`src/led_i2c_pkg.sv`:
```
// Functional notes
// - Works at standard 100 kbps and fast 400 kbps; no high-speed mode.
// - Acts only as target; never drives clock or starts transactions.
// - START is data falling while clock is high.
// - STOP is data rising while clock is high.
// - Bus is busy from START until STOP, free only after STOP.
// - Each byte is eight bits; any number of bytes per transaction.
// - An acknowledge bit on the ninth clock follows every byte.
// - Bits move most significant first in both directions.
// - Address is 0110000 plus two select pins in the low bits.
// - Read without sub-address returns register at last written pointer.
// - Sub-address top bit selects continuous mode; low seven bits start.
// - Stored continuous flag makes a later bare read run continuously.
package led_i2c_pkg;
    localparam logic [6:0] TARGET_ADDR_BASE = 7'h30;
    localparam int CORE_CLK_HZ = 20000000;
    localparam int FAST_RATE_BPS = 400000;
    // Core cycles per fast bit; must stay well above 8 for edge sampling.
    localparam int CYCLES_PER_BIT = CORE_CLK_HZ / FAST_RATE_BPS;
    localparam int BYTE_BITS = 8;
    localparam logic [3:0] ACK_BIT_NUM = 4'h8;
    localparam int SUB_CONT_BIT = 7;
    localparam int FIFO_DEPTH = 4;

    typedef enum logic [4:0] {
        ST_IDLE = 5'h01,
        ST_ADDR = 5'h02,
        ST_SUB = 5'h04,
        ST_WDATA = 5'h08,
        ST_RDATA = 5'h10
    } slave_state_t;
endpackage

```
`src/led_i2c_slave.sv`:
```
`timescale 1ns/1ps
`default_nettype none
module led_i2c_slave
    import led_i2c_pkg::*;
(
    // Clock and reset.
    input wire logic core_clk,
    input wire logic rst_n,
    // Two-wire bus pins; the clock line is input only.
    input wire logic scl_in,
    input wire logic sda_in,
    output logic sda_out,
    output logic sda_oe,
    // Address select straps.
    input wire logic addr_select_lsb_pin,
    input wire logic addr_select_msb_pin,
    // Register write stream towards the register file.
    output logic wr_valid,
    input wire logic wr_ready,
    output logic [6:0] wr_addr,
    output logic [7:0] wr_data,
    // Register read port, combinational answer from the register file.
    output logic [6:0] rd_addr,
    input wire logic [7:0] rd_data,
    // Status.
    output logic bus_busy
);
    logic scl_s1_r, scl_s2_r, scl_d_r;
    logic sda_s1_r, sda_s2_r, sda_d_r;
    logic sel_s1_r, sel_s2_r, sel0_s1_r, sel0_s2_r;
    logic scl_rise, scl_fall, start_det, stop_det;
    slave_state_t state_r;
    logic [3:0] bit_cnt_r;
    logic [7:0] shift_r;
    logic [7:0] tx_r;
    logic [6:0] ptr_r;
    logic [6:0] sub_r;
    logic cont_r;
    logic busy_r;
    logic rw_r;
    logic ack_phase_r;
    logic drive_low_r;
    logic master_nack_r;
    logic push_r;
    logic [14:0] push_word_r;
    logic fifo_in_ready;
    logic fifo_out_valid;
    logic [14:0] fifo_out_data;
    logic [6:0] own_addr;

    // Two flops on every pin before any logic looks at it.
    always_ff @(posedge core_clk or negedge rst_n) begin
        if (!rst_n) begin
            scl_s1_r <= 1'b1;
            scl_s2_r <= 1'b1;
            sda_s1_r <= 1'b1;
            sda_s2_r <= 1'b1;
            sel0_s1_r <= 1'b0;
            sel0_s2_r <= 1'b0;
            sel_s1_r <= 1'b0;
            sel_s2_r <= 1'b0;
        end else begin
            scl_s1_r <= scl_in;
            scl_s2_r <= scl_s1_r;
            sda_s1_r <= sda_in;
            sda_s2_r <= sda_s1_r;
            sel0_s1_r <= addr_select_lsb_pin;
            sel0_s2_r <= sel0_s1_r;
            sel_s1_r <= addr_select_msb_pin;
            sel_s2_r <= sel_s1_r;
        end
    end

    // Delayed copies for edge detection on the synchronised lines.
    always_ff @(posedge core_clk or negedge rst_n) begin
        if (!rst_n) begin
            scl_d_r <= 1'b1;
            sda_d_r <= 1'b1;
        end else begin
            scl_d_r <= scl_s2_r;
            sda_d_r <= sda_s2_r;
        end
    end

    // Clock edges are found by sampling; 50 core cycles per fast bit.
    assign scl_rise = scl_s2_r && !scl_d_r;
    assign scl_fall = !scl_s2_r && scl_d_r;
    assign start_det = scl_s2_r && scl_d_r && sda_d_r && !sda_s2_r;
    assign stop_det = scl_s2_r && scl_d_r && !sda_d_r && sda_s2_r;
    assign own_addr = TARGET_ADDR_BASE | {5'h00, sel_s2_r, sel0_s2_r};

    // Busy from START until STOP; a repeated START keeps it set.
    always_ff @(posedge core_clk or negedge rst_n) begin
        if (!rst_n) begin
            busy_r <= 1'b0;
        end else if (start_det) begin
            busy_r <= 1'b1;
        end else if (stop_det) begin
            busy_r <= 1'b0;
        end
    end
    assign bus_busy = busy_r;

    // Main byte engine; data is taken on rising clock edges, MSB first.
    always_ff @(posedge core_clk or negedge rst_n) begin
        if (!rst_n) begin
            state_r <= ST_IDLE;
            bit_cnt_r <= 4'h0;
            shift_r <= 8'h00;
            tx_r <= 8'h00;
            ptr_r <= 7'h00;
            sub_r <= 7'h00;
            cont_r <= 1'b0;
            rw_r <= 1'b0;
            ack_phase_r <= 1'b0;
            drive_low_r <= 1'b0;
            master_nack_r <= 1'b0;
            push_r <= 1'b0;
            push_word_r <= 15'h0000;
        end else begin
            if (push_r && fifo_in_ready) begin
                push_r <= 1'b0;
            end
            if (start_det) begin
                // The master frames every transfer; restart the bit count.
                state_r <= ST_ADDR;
                bit_cnt_r <= 4'h0;
                ack_phase_r <= 1'b0;
                drive_low_r <= 1'b0;
                master_nack_r <= 1'b0;
            end else if (stop_det) begin
                state_r <= ST_IDLE;
                drive_low_r <= 1'b0;
            end else if (state_r != ST_IDLE && scl_rise) begin
                if (!ack_phase_r) begin
                    shift_r <= {shift_r[6:0], sda_s2_r};
                    bit_cnt_r <= bit_cnt_r + 4'h1;
                end else if (rw_r && state_r == ST_RDATA) begin
                    // Master acknowledge sampled on the ninth clock.
                    master_nack_r <= sda_s2_r;
                end
            end else if (state_r != ST_IDLE && scl_fall) begin
                if (!ack_phase_r && bit_cnt_r == 4'(BYTE_BITS)) begin
                    ack_phase_r <= 1'b1;
                    bit_cnt_r <= 4'h0;
                    drive_low_r <= 1'b0;
                    case (state_r)
                        ST_ADDR: begin
                            rw_r <= shift_r[0];
                            if (shift_r[7:1] == own_addr) begin
                                drive_low_r <= 1'b1;
                                // A bare read restarts at the last written
                                // sub-address, not where a burst ended.
                                if (shift_r[0]) begin
                                    ptr_r <= sub_r;
                                end
                            end else begin
                                state_r <= ST_IDLE;
                                ack_phase_r <= 1'b0;
                            end
                        end
                        ST_SUB: begin
                            cont_r <= shift_r[SUB_CONT_BIT];
                            ptr_r <= shift_r[6:0];
                            sub_r <= shift_r[6:0];
                            drive_low_r <= 1'b1;
                        end
                        ST_WDATA: begin
                            push_r <= 1'b1;
                            push_word_r <= {ptr_r, shift_r};
                            if (cont_r) begin
                                ptr_r <= ptr_r + 7'h01;
                            end
                            drive_low_r <= 1'b1;
                        end
                        ST_RDATA: begin
                            if (cont_r) begin
                                ptr_r <= ptr_r + 7'h01;
                            end
                        end
                        default: begin
                            state_r <= ST_IDLE;
                        end
                    endcase
                end else if (ack_phase_r) begin
                    // Ninth clock over: decide the next byte.
                    ack_phase_r <= 1'b0;
                    drive_low_r <= 1'b0;
                    case (state_r)
                        ST_ADDR: begin
                            if (rw_r) begin
                                // Bare read uses stored pointer and mode.
                                state_r <= ST_RDATA;
                                tx_r <= rd_data;
                                drive_low_r <= ~rd_data[7];
                            end else begin
                                state_r <= ST_SUB;
                            end
                        end
                        ST_SUB: begin
                            state_r <= ST_WDATA;
                        end
                        ST_WDATA: begin
                            state_r <= ST_WDATA;
                        end
                        ST_RDATA: begin
                            if (master_nack_r) begin
                                state_r <= ST_IDLE;
                            end else begin
                                tx_r <= rd_data;
                                drive_low_r <= ~rd_data[7];
                            end
                        end
                        default: begin
                            state_r <= ST_IDLE;
                        end
                    endcase
                end else if (state_r == ST_RDATA) begin
                    // Next data bit, most significant first.
                    tx_r <= {tx_r[6:0], 1'b0};
                    drive_low_r <= ~tx_r[6];
                end
            end
        end
    end

    // Writes queue towards the register file; a full queue stretches
    // nothing on the bus, so the register file must drain faster than
    // one byte per nine bus clocks.
    led_i2c_fifo #(
        .WIDTH(15),
        .DEPTH(FIFO_DEPTH)
    ) u_wr_fifo (
        .core_clk(core_clk),
        .rst_n(rst_n),
        .in_valid(push_r),
        .in_ready(fifo_in_ready),
        .in_data(push_word_r),
        .out_valid(fifo_out_valid),
        .out_ready(wr_ready),
        .out_data(fifo_out_data)
    );
    assign wr_valid = fifo_out_valid;
    assign wr_addr = fifo_out_data[14:8];
    assign wr_data = fifo_out_data[7:0];
    assign rd_addr = ptr_r;

    // Open drain: only ever pull the data line low; clock never driven.
    assign sda_out = 1'b0;
    assign sda_oe = drive_low_r;
endmodule // led_i2c_slave
`default_nettype wire

```
`src/led_i2c_fifo.sv`:
```
`timescale 1ns/1ps
`default_nettype none
module led_i2c_fifo #(
    parameter int WIDTH = 15,
    parameter int DEPTH = 4
) (
    // Clock and reset.
    input wire logic core_clk,
    input wire logic rst_n,
    // Fill side.
    input wire logic in_valid,
    output logic in_ready,
    input wire logic [WIDTH-1:0] in_data,
    // Drain side.
    output logic out_valid,
    input wire logic out_ready,
    output logic [WIDTH-1:0] out_data
);
    localparam int AW = $clog2(DEPTH);
    logic [WIDTH-1:0] mem_r [DEPTH];
    logic [AW-1:0] wr_ptr_r;
    logic [AW-1:0] rd_ptr_r;
    logic [AW:0] count_r;
    logic push;
    logic pop;

    // Honest flags come straight from the fill count.
    assign in_ready = (count_r != (AW+1)'(DEPTH));
    assign out_valid = (count_r != '0);
    assign push = in_valid && in_ready;
    assign pop = out_valid && out_ready;
    assign out_data = mem_r[rd_ptr_r];

    // Storage has no reset; only words that were pushed are ever read.
    always_ff @(posedge core_clk) begin
        if (push) begin
            mem_r[wr_ptr_r] <= in_data;
        end
    end

    // Pointers wrap at the depth, which need not be a power of two.
    always_ff @(posedge core_clk or negedge rst_n) begin
        if (!rst_n) begin
            wr_ptr_r <= '0;
            rd_ptr_r <= '0;
            count_r <= '0;
        end else begin
            if (push) begin
                wr_ptr_r <= (wr_ptr_r == AW'(DEPTH - 1)) ? '0 : wr_ptr_r + 1'b1;
            end
            if (pop) begin
                rd_ptr_r <= (rd_ptr_r == AW'(DEPTH - 1)) ? '0 : rd_ptr_r + 1'b1;
            end
            count_r <= count_r + (AW+1)'(push) - (AW+1)'(pop);
        end
    end
endmodule // led_i2c_fifo
`default_nettype wire

```
`config.mk`:
```
export PLATFORM = sky130hd
export DESIGN_NAME = led_i2c_slave
export DESIGN_NICKNAME = d
export VERILOG_FILES = /design/src/led_i2c_pkg.sv /design/src/led_i2c_slave.sv /design/src/led_i2c_fifo.sv
export SDC_FILE = /design/constraint.sdc
export NUM_CORES = 1
export LEC_CHECK = 0
export ABC_AREA = 1
export BUFFER_PORTS_ARGS = -buffer_cell sky130_fd_sc_hd__buf_4
export CELL_PAD_IN_SITES_DETAIL_PLACEMENT = 0
export CELL_PAD_IN_SITES_GLOBAL_PLACEMENT = 1
export CORE_UTILIZATION = 51
export DETAILED_ROUTE_END_ITERATION = 12
export GPL_ROUTABILITY_DRIVEN = 0
export PLACE_DENSITY_LB_ADDON = 0.1
export SLEW_MARGIN = 20
export SYNTH_ARGS = -nofsm -noshare
export SYNTH_HDL_FRONTEND = slang
export SYNTH_SLANG_ARGS = --single-unit
```
`constraint.sdc`:
```
create_clock -name core_clk -period 5.8 [get_ports core_clk]
set_input_delay 0.58 -clock core_clk [delete_from_list [all_inputs] [get_ports core_clk]]
set_output_delay 0.58 -clock core_clk [all_outputs]
set_load 0.01 [all_outputs]
```
-- Yosys cells after proc, flatten, opt, wreduce, memory -nomap -nowiden
Memories as Yosys holds them, arrays and structs flattened.
Index checks and enable logic that the tools add are counted.
Widths: inputs -> output; s select.
- muxes and demuxes: 62
- $add $sub $neg: 6
- reductions and logical operators: 46
- equal/unequal tests: 22
- bitwise operators: 7
- operators by type and width (operator ; number):
    $mux 7 ; 7
    $mux 5 ; 9
    $mux 1 ; 32
    $mux 4 ; 6
    $reduce_and 6->1 ; 4
    $pmux 7 s3 ; 1
    $reduce_and 9->1 ; 2
    $ne 3x3->1 const B ; 5
    $pmux 5 s3 ; 1
    $reduce_bool 3->1 ; 5
    $pmux 7 s2 ; 1
    $reduce_bool 2->1 ; 7
    $logic_and 1x1->1 ; 13
    $reduce_and 4->1 ; 3
    $pmux 5 s2 ; 1
    $ne 2x2->1 const B ; 4
    $add 7x1->7 const B ; 1
    $eq 7x6->1 ; 1
    $not 1->1 ; 7
    $reduce_and 3->1 ; 2
    $eq 5x2->1 const B ; 1
    $eq 5x3->1 const B ; 1
    $eq 5x4->1 const B ; 1
    $eq 5x5->1 const B ; 1
    other kinds (18) ; 27
- memory bits (writable): 60
- register bits: 77
- input bits: 15
- memories kept: 1
- logic and storage cells: 171
- output and inout bits: 26
- memory list (name ; words ; bits a word ; rd ports ; clocked after memory_dff ; write ports ; line ; source):
    u_wr_fifo.mem_r ; 4 ; 15 ; 1 ; 0 ; 1 ; led_i2c_fifo.sv:20 ; logic [WIDTH-1:0] mem_r [DEPTH];

-- Depth between registers and ports, before layout
Gate-level depths: netlist (run 1).
- depth after elaboration: 9
- gate-level depth with buffers: 12
- gate-level depth less buffers: 12

-- By module
From an unflattened synthesis (run 1), not the netlist that was laid out.
- cells, all modules: 646
- area, all modules: 6369.9 um2
- modules (own cells, without submodules) (module ; sequential area each (um2) ; times used ; area each (um2) ; cells each):
    led_i2c_slave ; 1760.4 ; 1 ; 3472.1 ; 415
    led_i2c_fifo ; 1976.9 ; 1 ; 2897.8 ; 231

-- Least setup slack after synthesis (run 1)
Ideal clock, no wire load.
- kind: register to register
- from: register u_wr_fifo.count_r[1]
- to: register u_wr_fifo.count_r[2]
- library setup time: 0.122 ns
- data required time: 5.678 ns
- buffers on the path: 0
- path slack: 3.795 ns
- clock period less this slack: 2.005 ns
- arrival: 1.884 ns
- cell stages (with the launch flop): 10
- cells stage by stage: dfrtp_1 -> inv_1 -> nand3_1 -> and2_0 -> ha_1 -> inv_1 -> ha_1 -> inv_1 -> fa_1 -> xor2_1
- elaborated cells between the ends (all ways): 6
- those cells by class: add/sub (2); eq/ne (1); reduce/logical (3)
- RTL lines (item ; line ; source):
    from (decl) ; led_i2c_fifo.sv:23 ; logic [AW:0] count_r;
    from (signal assigned) ; led_i2c_fifo.sv:54 ; count_r <= count_r + (AW+1)'(push) - (AW+1)'(pop);
    $reduce_bool 3->1 ; led_i2c_fifo.sv:29 ; assign out_valid = (count_r != '0);
    net wr_valid ; led_i2c_slave.sv:18 ; output logic wr_valid,
    $logic_and 1x1->1 ; led_i2c_fifo.sv:31 ; assign pop = out_valid && out_ready;
    net u_wr_fifo.pop ; led_i2c_fifo.sv:25 ; logic pop;
    $sub 3x1->3 ; led_i2c_fifo.sv:54 ;
The timed path passes the listed nets, and every way through them passes these cells.
A chain may end at the register's enable or synchronous reset.

-- Final worst setup path (run 1)
- from: register u_wr_fifo.rd_ptr_r[0]
- to: output wr_addr[4]
- word-level cells in the longest chain between the ends: 1
- RTL lines (item ; line ; source):
    from (decl) ; led_i2c_fifo.sv:22 ; logic [AW-1:0] rd_ptr_r;
    from (signal assigned) ; led_i2c_fifo.sv:52 ; rd_ptr_r <= (rd_ptr_r == AW'(DEPTH - 1)) ? '0 : rd_ptr_r + 1'b1;
    $mem_v2 4x15 ; n/a ;
    to (decl) ; led_i2c_slave.sv:20 ; output logic [6:0] wr_addr,
No other way between the ends.

==> results_dict.tcl, run 1 <==
set metrics [dict create \
    synth_area_leaders "edfxtp_1 29%, dfrtp_1 29%, nand2_1 9.9%, o21ai_0 5.5%, inv_1 4.0%" \
    power_frac_comb_pct 22.7 \
    grt_pass1_vias 4141 \
    core_region_area_um2 11600 \
    async_flop_share_pct 56.2 \
    ant_nets 0 \
    p_clk_share_pct 34.7 \
    ctsResizeCount 0 \
    finClkSkew_ns 0.00953 \
    startpoint_type "flop" \
    fp.dieH_um 112 \
    n_fill_cell 961 \
    finalPower_uw 2750 \
    pwr-share-seq_pct 42.6 \
    dr_total_vias 4374 \
    setup_tns_ns 0 \
    slew_headroom_pct 34.6 \
    power.density_cell_area_nw_per_um2 388 \
    netlist_instances 637 \
    ys.flop_type "dfrtp_1" \
    critPathCaptureType "output port" \
    nets 708 \
    numCtsBuffers 17 \
    rr_worst_depth 5 \
    routedWlPerCell_um 14.3 \
    min_period_over_period_pct 55.1 \
    tightest_slew_ns 0.980 \
    drive_above_1_share_pct 15.8 \
    critPathKind "flop to output port" \
    cts_setup_buffers 0 \
    cts-htree-levels 4 \
    worstPathCellList "inv_1 -> o21ai_0 -> o22ai_1 -> buf_4" \
    synth_common_cells "162 x nand2_1, 70 x dfrtp_1, 68 x o21ai_0, 66 x inv_1, 64 x nor2_1" \
    syn_to_final_growth_pct 15.4 \
    fmax_mhz 313 \
    slew_violations 0 \
    rsz0062_at_grt "no" \
    synth.avg_cell_area_um2 9.64 \
    crit_family "flip-flops" \
    status "finished, violations left" \
    place_area_um2 6560 \
    root_buffer "clkbuf_16" \
    synthDominantCellAreaShare_pct 29.3 \
    min_path_type "primary input to flop" \
    p_sw_share_pct 31.9 \
    postCtsHoldBufs 0 \
    cap_violations 0 \
    cp_slowest_stage_delay_ns 0.93 \
    cpMaxStageDelayCell "dfrtp_1" \
    synth_edf_count 60 \
    synth_nets 663 \
    violations "design-rule violations" \
    critPathBufInv 2 \
    hold_viol_final 0 \
    clockBufferDepth 2 \
    final_area_um2 7090 \
    internal_power_uw 1870 \
    die_w_um 112 \
    grt_pass1_wl_um 20400 \
    min_period_ns 3.20 \
    switchingPower_uw 877 \
    netlist_area_um2 6140 \
    grt_max_degree 78 \
    track_usage_pct 21.1 \
    drt_iter0_drc 307 \
    clock-sinks 137 \
    yosysUniqueCellTypes 38 \
    min_delay_path_depth 1 \
    route.detailed.drc 4 \
    boundaryPins 41 \
    yosysSeqAreaShare_pct 60.9 \
    grt-ovfl-total 0 \
    drt_wl_total_um 11900 \
    io_buffers 39 \
    yosysTopAreaCell "edfxtp_1" \
    crit_cells 4 \
    yosysMostFrequentCell "nand2_1" \
    die_area_um2 12500 \
    setup_violations 0 \
    arrival_ns 2.62 \
    start_util_pct 53.1 \
    vias_per_cell 5.22 \
    diodes 0 \
    worstPathRequired_ns 5.22 \
    insertion_delay_ns 0.41 \
    yosys_warnings 0 \
    synth_seq_cells 137 \
    ir_worst_vdd_mv 0.177 \
    path_clk_slew_ns 0.06 \
    fp-row-count 39 \
    cts_tree "built" \
    critPathMaxFanout 33 \
    antenna_found_initial 0 \
    dr.pass1.iters 9 \
    hpwl_um 8280 \
    p_leak_uw 0.00320 \
]
==> power groups by stage <==
stage                     Combinational [µW]  Sequential, µW  Clock (µW)
after floorplan                          435            1140           0
after global placement                   615            1180           0
after detailed placement                 630            1190           0
after CTS                                632            1170         975
after global routing                     707            1180        1020
final                                    625            1170         955
==> metrics by stage <==
step	setup slack, ns	instances	utilization [%]	hold WS (ns)
after floorplan	3.79	637	-	0.284
after global routing	2.32	838	61.3	0.254
final	2.60	838	61.3	0.272
after detailed placement	3.04	806	56.7	0.336
after CTS	2.59	838	61.3	0.248
after global placement	3.17	806	56.7	0.333
==> final timing paths <==
| path | startpoint | endpoint | slack [ns] |
|---|---|---|---|
| max in group asynchronous | rst_n | cont_r$_DFFE_PN0P_ | 4.83 |
| min in group asynchronous | rst_n | tx_r[3]$_DFFE_PN0P_ | 0.29 |
| min | addr_select_msb_pin | sel_s1_r$_DFF_PN0_ | 0.27 |
| min reg2reg | sel0_s1_r$_DFF_PN0_ | sel0_s2_r$_DFF_PN0_ | 0.35 |
| max reg2reg | ack_phase_r$_DFFE_PN0P_ | push_word_r[10]$_DFFE_PN0P_ | 3.35 |
| max | u_wr_fifo.rd_ptr_r[0]$_DFFE_PN0P_ | wr_addr[4] | 2.60 |
==> registers in the layout (all words and copies together) (netlist names), 4 cells and up <==
| name | cells |
|---|---|
| bit_cnt_r | 4 |
| push_word_r | 15 |
| shift_r | 8 |
| sub_r | 7 |
| rd_addr | 7 |
| u_wr_fifo.mem_r | 60 |
| tx_r | 7 |
| state_r | 5 |
==> layer usage <==
layer	GRT usage, %	routed length (µm)
met2	32.8	5510
met5	0	0
met1	29.5	5810
met4	5.77	125
met3	5.28	500
==> cell type report <==
cell class	count	area, µm²	share of cell area (%)
Clock inverter	14	98.8	1.39
Tap cell	143	179	2.52
Sequential cell	137	3740	52.7
Multi-Input combinational cell	414	2060	29.1
Inverter	69	259	3.65
Timing Repair Buffer	43	323	4.55
Clock buffer	18	429	6.05
==> placed cells by master, fill, tap and decap left out, drive strengths merged <==
cell type	instances
a21oi	4
a31oi	2
and2	1
buf	43
clkbuf	18
clkinv	6
clkinvlp	5
conb	1
dfrtp	70
dfstp	7
edfxtp	60
fa	1
ha	10
inv	72
mux2	1
nand2	169
nand3	37
nand4	12
nor2	72
nor3	3
o211ai	3
o21ai	75
o22ai	16
o31ai	1
or2	3
xor2	3
==> cells by family after synthesis <==
logic type	count (synthesis)	synth area share (%)
buf+inv	86	5.56
xor+xnor	3	0.428
fa+ha+maj	11	2.36
mux	1	0.183
flops	137	60.9
compound gates	101	8.94
simple gates	297	21.6
other cells	1	0.0611
(Power assumes the default switching activity.)
==> run 2: changes to the inputs <==
CORE_UTILIZATION = 42   (was 51)
clock period = 2.6 ns   (was 5.8 ns; I/O delays follow)
==> run 2 against run 1 <==
Effect of this change: the flow now finishes without violations; setup slack lost 2.0 ns; clock power grew to 2.5 times the previous value; critical path depth rose by 5; first-iteration DRC count shrank 9.8%; register-to-register slack got worse by 2.8 ns; count of clock-buffer cells in the layout fell by 1; total power grew 140%; clock skew shrank 0.00085 ns; largest power group unchanged.
==> results_dict.tcl, run 2 (synthesized netlist as in run 1, its figures left out) <==
set metrics [dict create \
    dr_total_vias 4415 \
    fp.dieH_um 123 \
    cap_violations 0 \
    finClkSkew_ns 0.00868 \
    boundaryPins 41 \
    startpoint_type "flop" \
    arrival_ns 2.34 \
    min_path_type "primary input to flop" \
    worstPathCellList "inv_1 -> nand3_1 -> and2_0 -> ha_1 -> inv_1 -> ha_1 -> inv_1 -> fa_1 -> xor2_1" \
    grt_max_degree 78 \
    setup_violations 0 \
    start_util_pct 43.6 \
    grt_pass1_vias 4260 \
    cp_slowest_stage_delay_ns 0.41 \
    drt_iter0_drc 277 \
    ir_worst_vdd_mv 0.326 \
    power.density_cell_area_nw_per_um2 887 \
    rsz0062_at_grt "no" \
    fmax_mhz 489 \
    critPathKind "flop to flop" \
    diodes 0 \
    io_buffers 39 \
    dp_cells 849 \
    grt-ovfl-total 0 \
    hpwl_um 8430 \
    slew_headroom_pct 66.6 \
    min_period_ns 2.04 \
    track_usage_pct 18.7 \
    critPathMaxFanout 5 \
    path_clk_slew_ns 0.06 \
    vias_per_cell 4.98 \
    antenna_found_initial 0 \
    die_area_um2 15100 \
    fp-row-count 43 \
    routedWlPerCell_um 14.2 \
    dr.pass1.iters 4 \
    slew_violations 0 \
    cpMaxStageDelayCell "dfrtp_1" \
    die_w_um 123 \
    ant_nets 0 \
    top_regs "u_wr_fifo.mem_r (60), push_word_r (15), shift_r (8)" \
    status "finished, final reports clean" \
    nets 720 \
    clock-sinks 137 \
    grt_pass1_wl_um 21000 \
    regMostFlops "u_wr_fifo.mem_r" \
    route.detailed.drc 0 \
    cts_setup_buffers 0 \
    core_region_area_um2 14100 \
    hold_viol_final 0 \
    setup_tns_ns 0 \
    final_common_cell "nand2_1" \
    critPathCaptureType "flop" \
    tightest_slew_ns 0.495 \
    cts_tree "built" \
    min_period_over_period_pct 78.6 \
    numCtsBuffers 17 \
    largest_register_ffs 60 \
    syn_to_final_growth_pct 19.4 \
    root_buffer "clkbuf_16" \
    insertion_delay_ns 0.42 \
    crit_top_cell "inv_1" \
    drive_above_1_share_pct 16.8 \
    fin_cells 887 \
    cts-htree-levels 4 \
    p_leak_uw 0.00331 \
    clockBufferDepth 2 \
    final_cell_mix "162 x nand2_1, 70 x dfrtp_1, 68 x o21ai_0" \
    worstPathRequired_ns 2.90 \
    drt_wl_total_um 12600 \
]
-- run 2: cell type report --
class,count,area [µm²]
clock buffer,17,425
tap,180,225
inverter,69,259
sequential,137,3740
multi-input combinational,414,2060
timing repair buffer,55,445
clock inverter,15,178
fill,1295,6760
-- run 2: worst max-delay path, delay by kind of cell (launching register included) --
| family | cells | cell delay, ns |
|---|---|---|
| XOR/XNOR | 1 | 0.17 |
| adder cells (fa/ha/maj) | 3 | 0.84 |
| buffers and inverters | 3 | 0.21 |
| flip-flops | 1 | 0.41 |
| AND/OR/NAND/NOR | 2 | 0.29 |
-- run 2: path summary, 6_finish.rpt --
check	startpoint	end	slack, ns	depth (start not counted)
hold / removal	rd_data[0]	tx_r[0]$_DFFE_PN0P_	0.19	5
max in group asynchronous	rst_n	state_r[0]$_DFFE_PN1P_	1.72	3
setup / recovery	u_wr_fifo.count_r[1]$_DFF_PN0_	u_wr_fifo.count_r[2]$_DFF_PN0_	0.56	9
min in group asynchronous	rst_n	u_wr_fifo.rd_ptr_r[0]$_DFFE_PN0P_	0.27	2
hold reg to reg	sel0_s1_r$_DFF_PN0_	sel0_s2_r$_DFF_PN0_	0.35	0
setup reg to reg	u_wr_fifo.count_r[1]$_DFF_PN0_	u_wr_fifo.count_r[2]$_DFF_PN0_	0.56	9
-- run 2: report_power, final --
group	switching, µW	internal [µW]
clock network	981	1450
registers	124	2400
logic	951	592
total	2060	4450
-- run 2: what timing repair did --
action / in CTS / in global routing
setup endpoints to repair: 0 / 0
gates resized for setup: 0 / 0
endpoints found under the hold margin: 4 / 16
hold buffers: 4 / 1
-- run 2: routing by layer --
layer,global-route usage [%],wire [µm],vias to the layer above
met2,30.0,5930,87
met4,7.55,150,0
met3,3.97,398,11
met5,0,0,-
li1,-,-,2237
met1,24.6,6080,2080
-- run 2: metrics by stage --
stage          instance area (µm²)  hold slack [ns]  setup slack [ns]  utilization (%)  total power (µW)
6_report                      7330            0.190             0.555             52.0              6500
5_1_grt                       7330            0.220             0.412             52.0              6880
4_1_cts                       7290           0.0337             0.536             51.7              6580
3_5_place_dp                  6650            0.335             0.553             47.2              4120
3_3_place_gp                  6650            0.334             0.613             47.2              4090
2_1_floorplan                 6140          -0.0356             0.595                -              3520
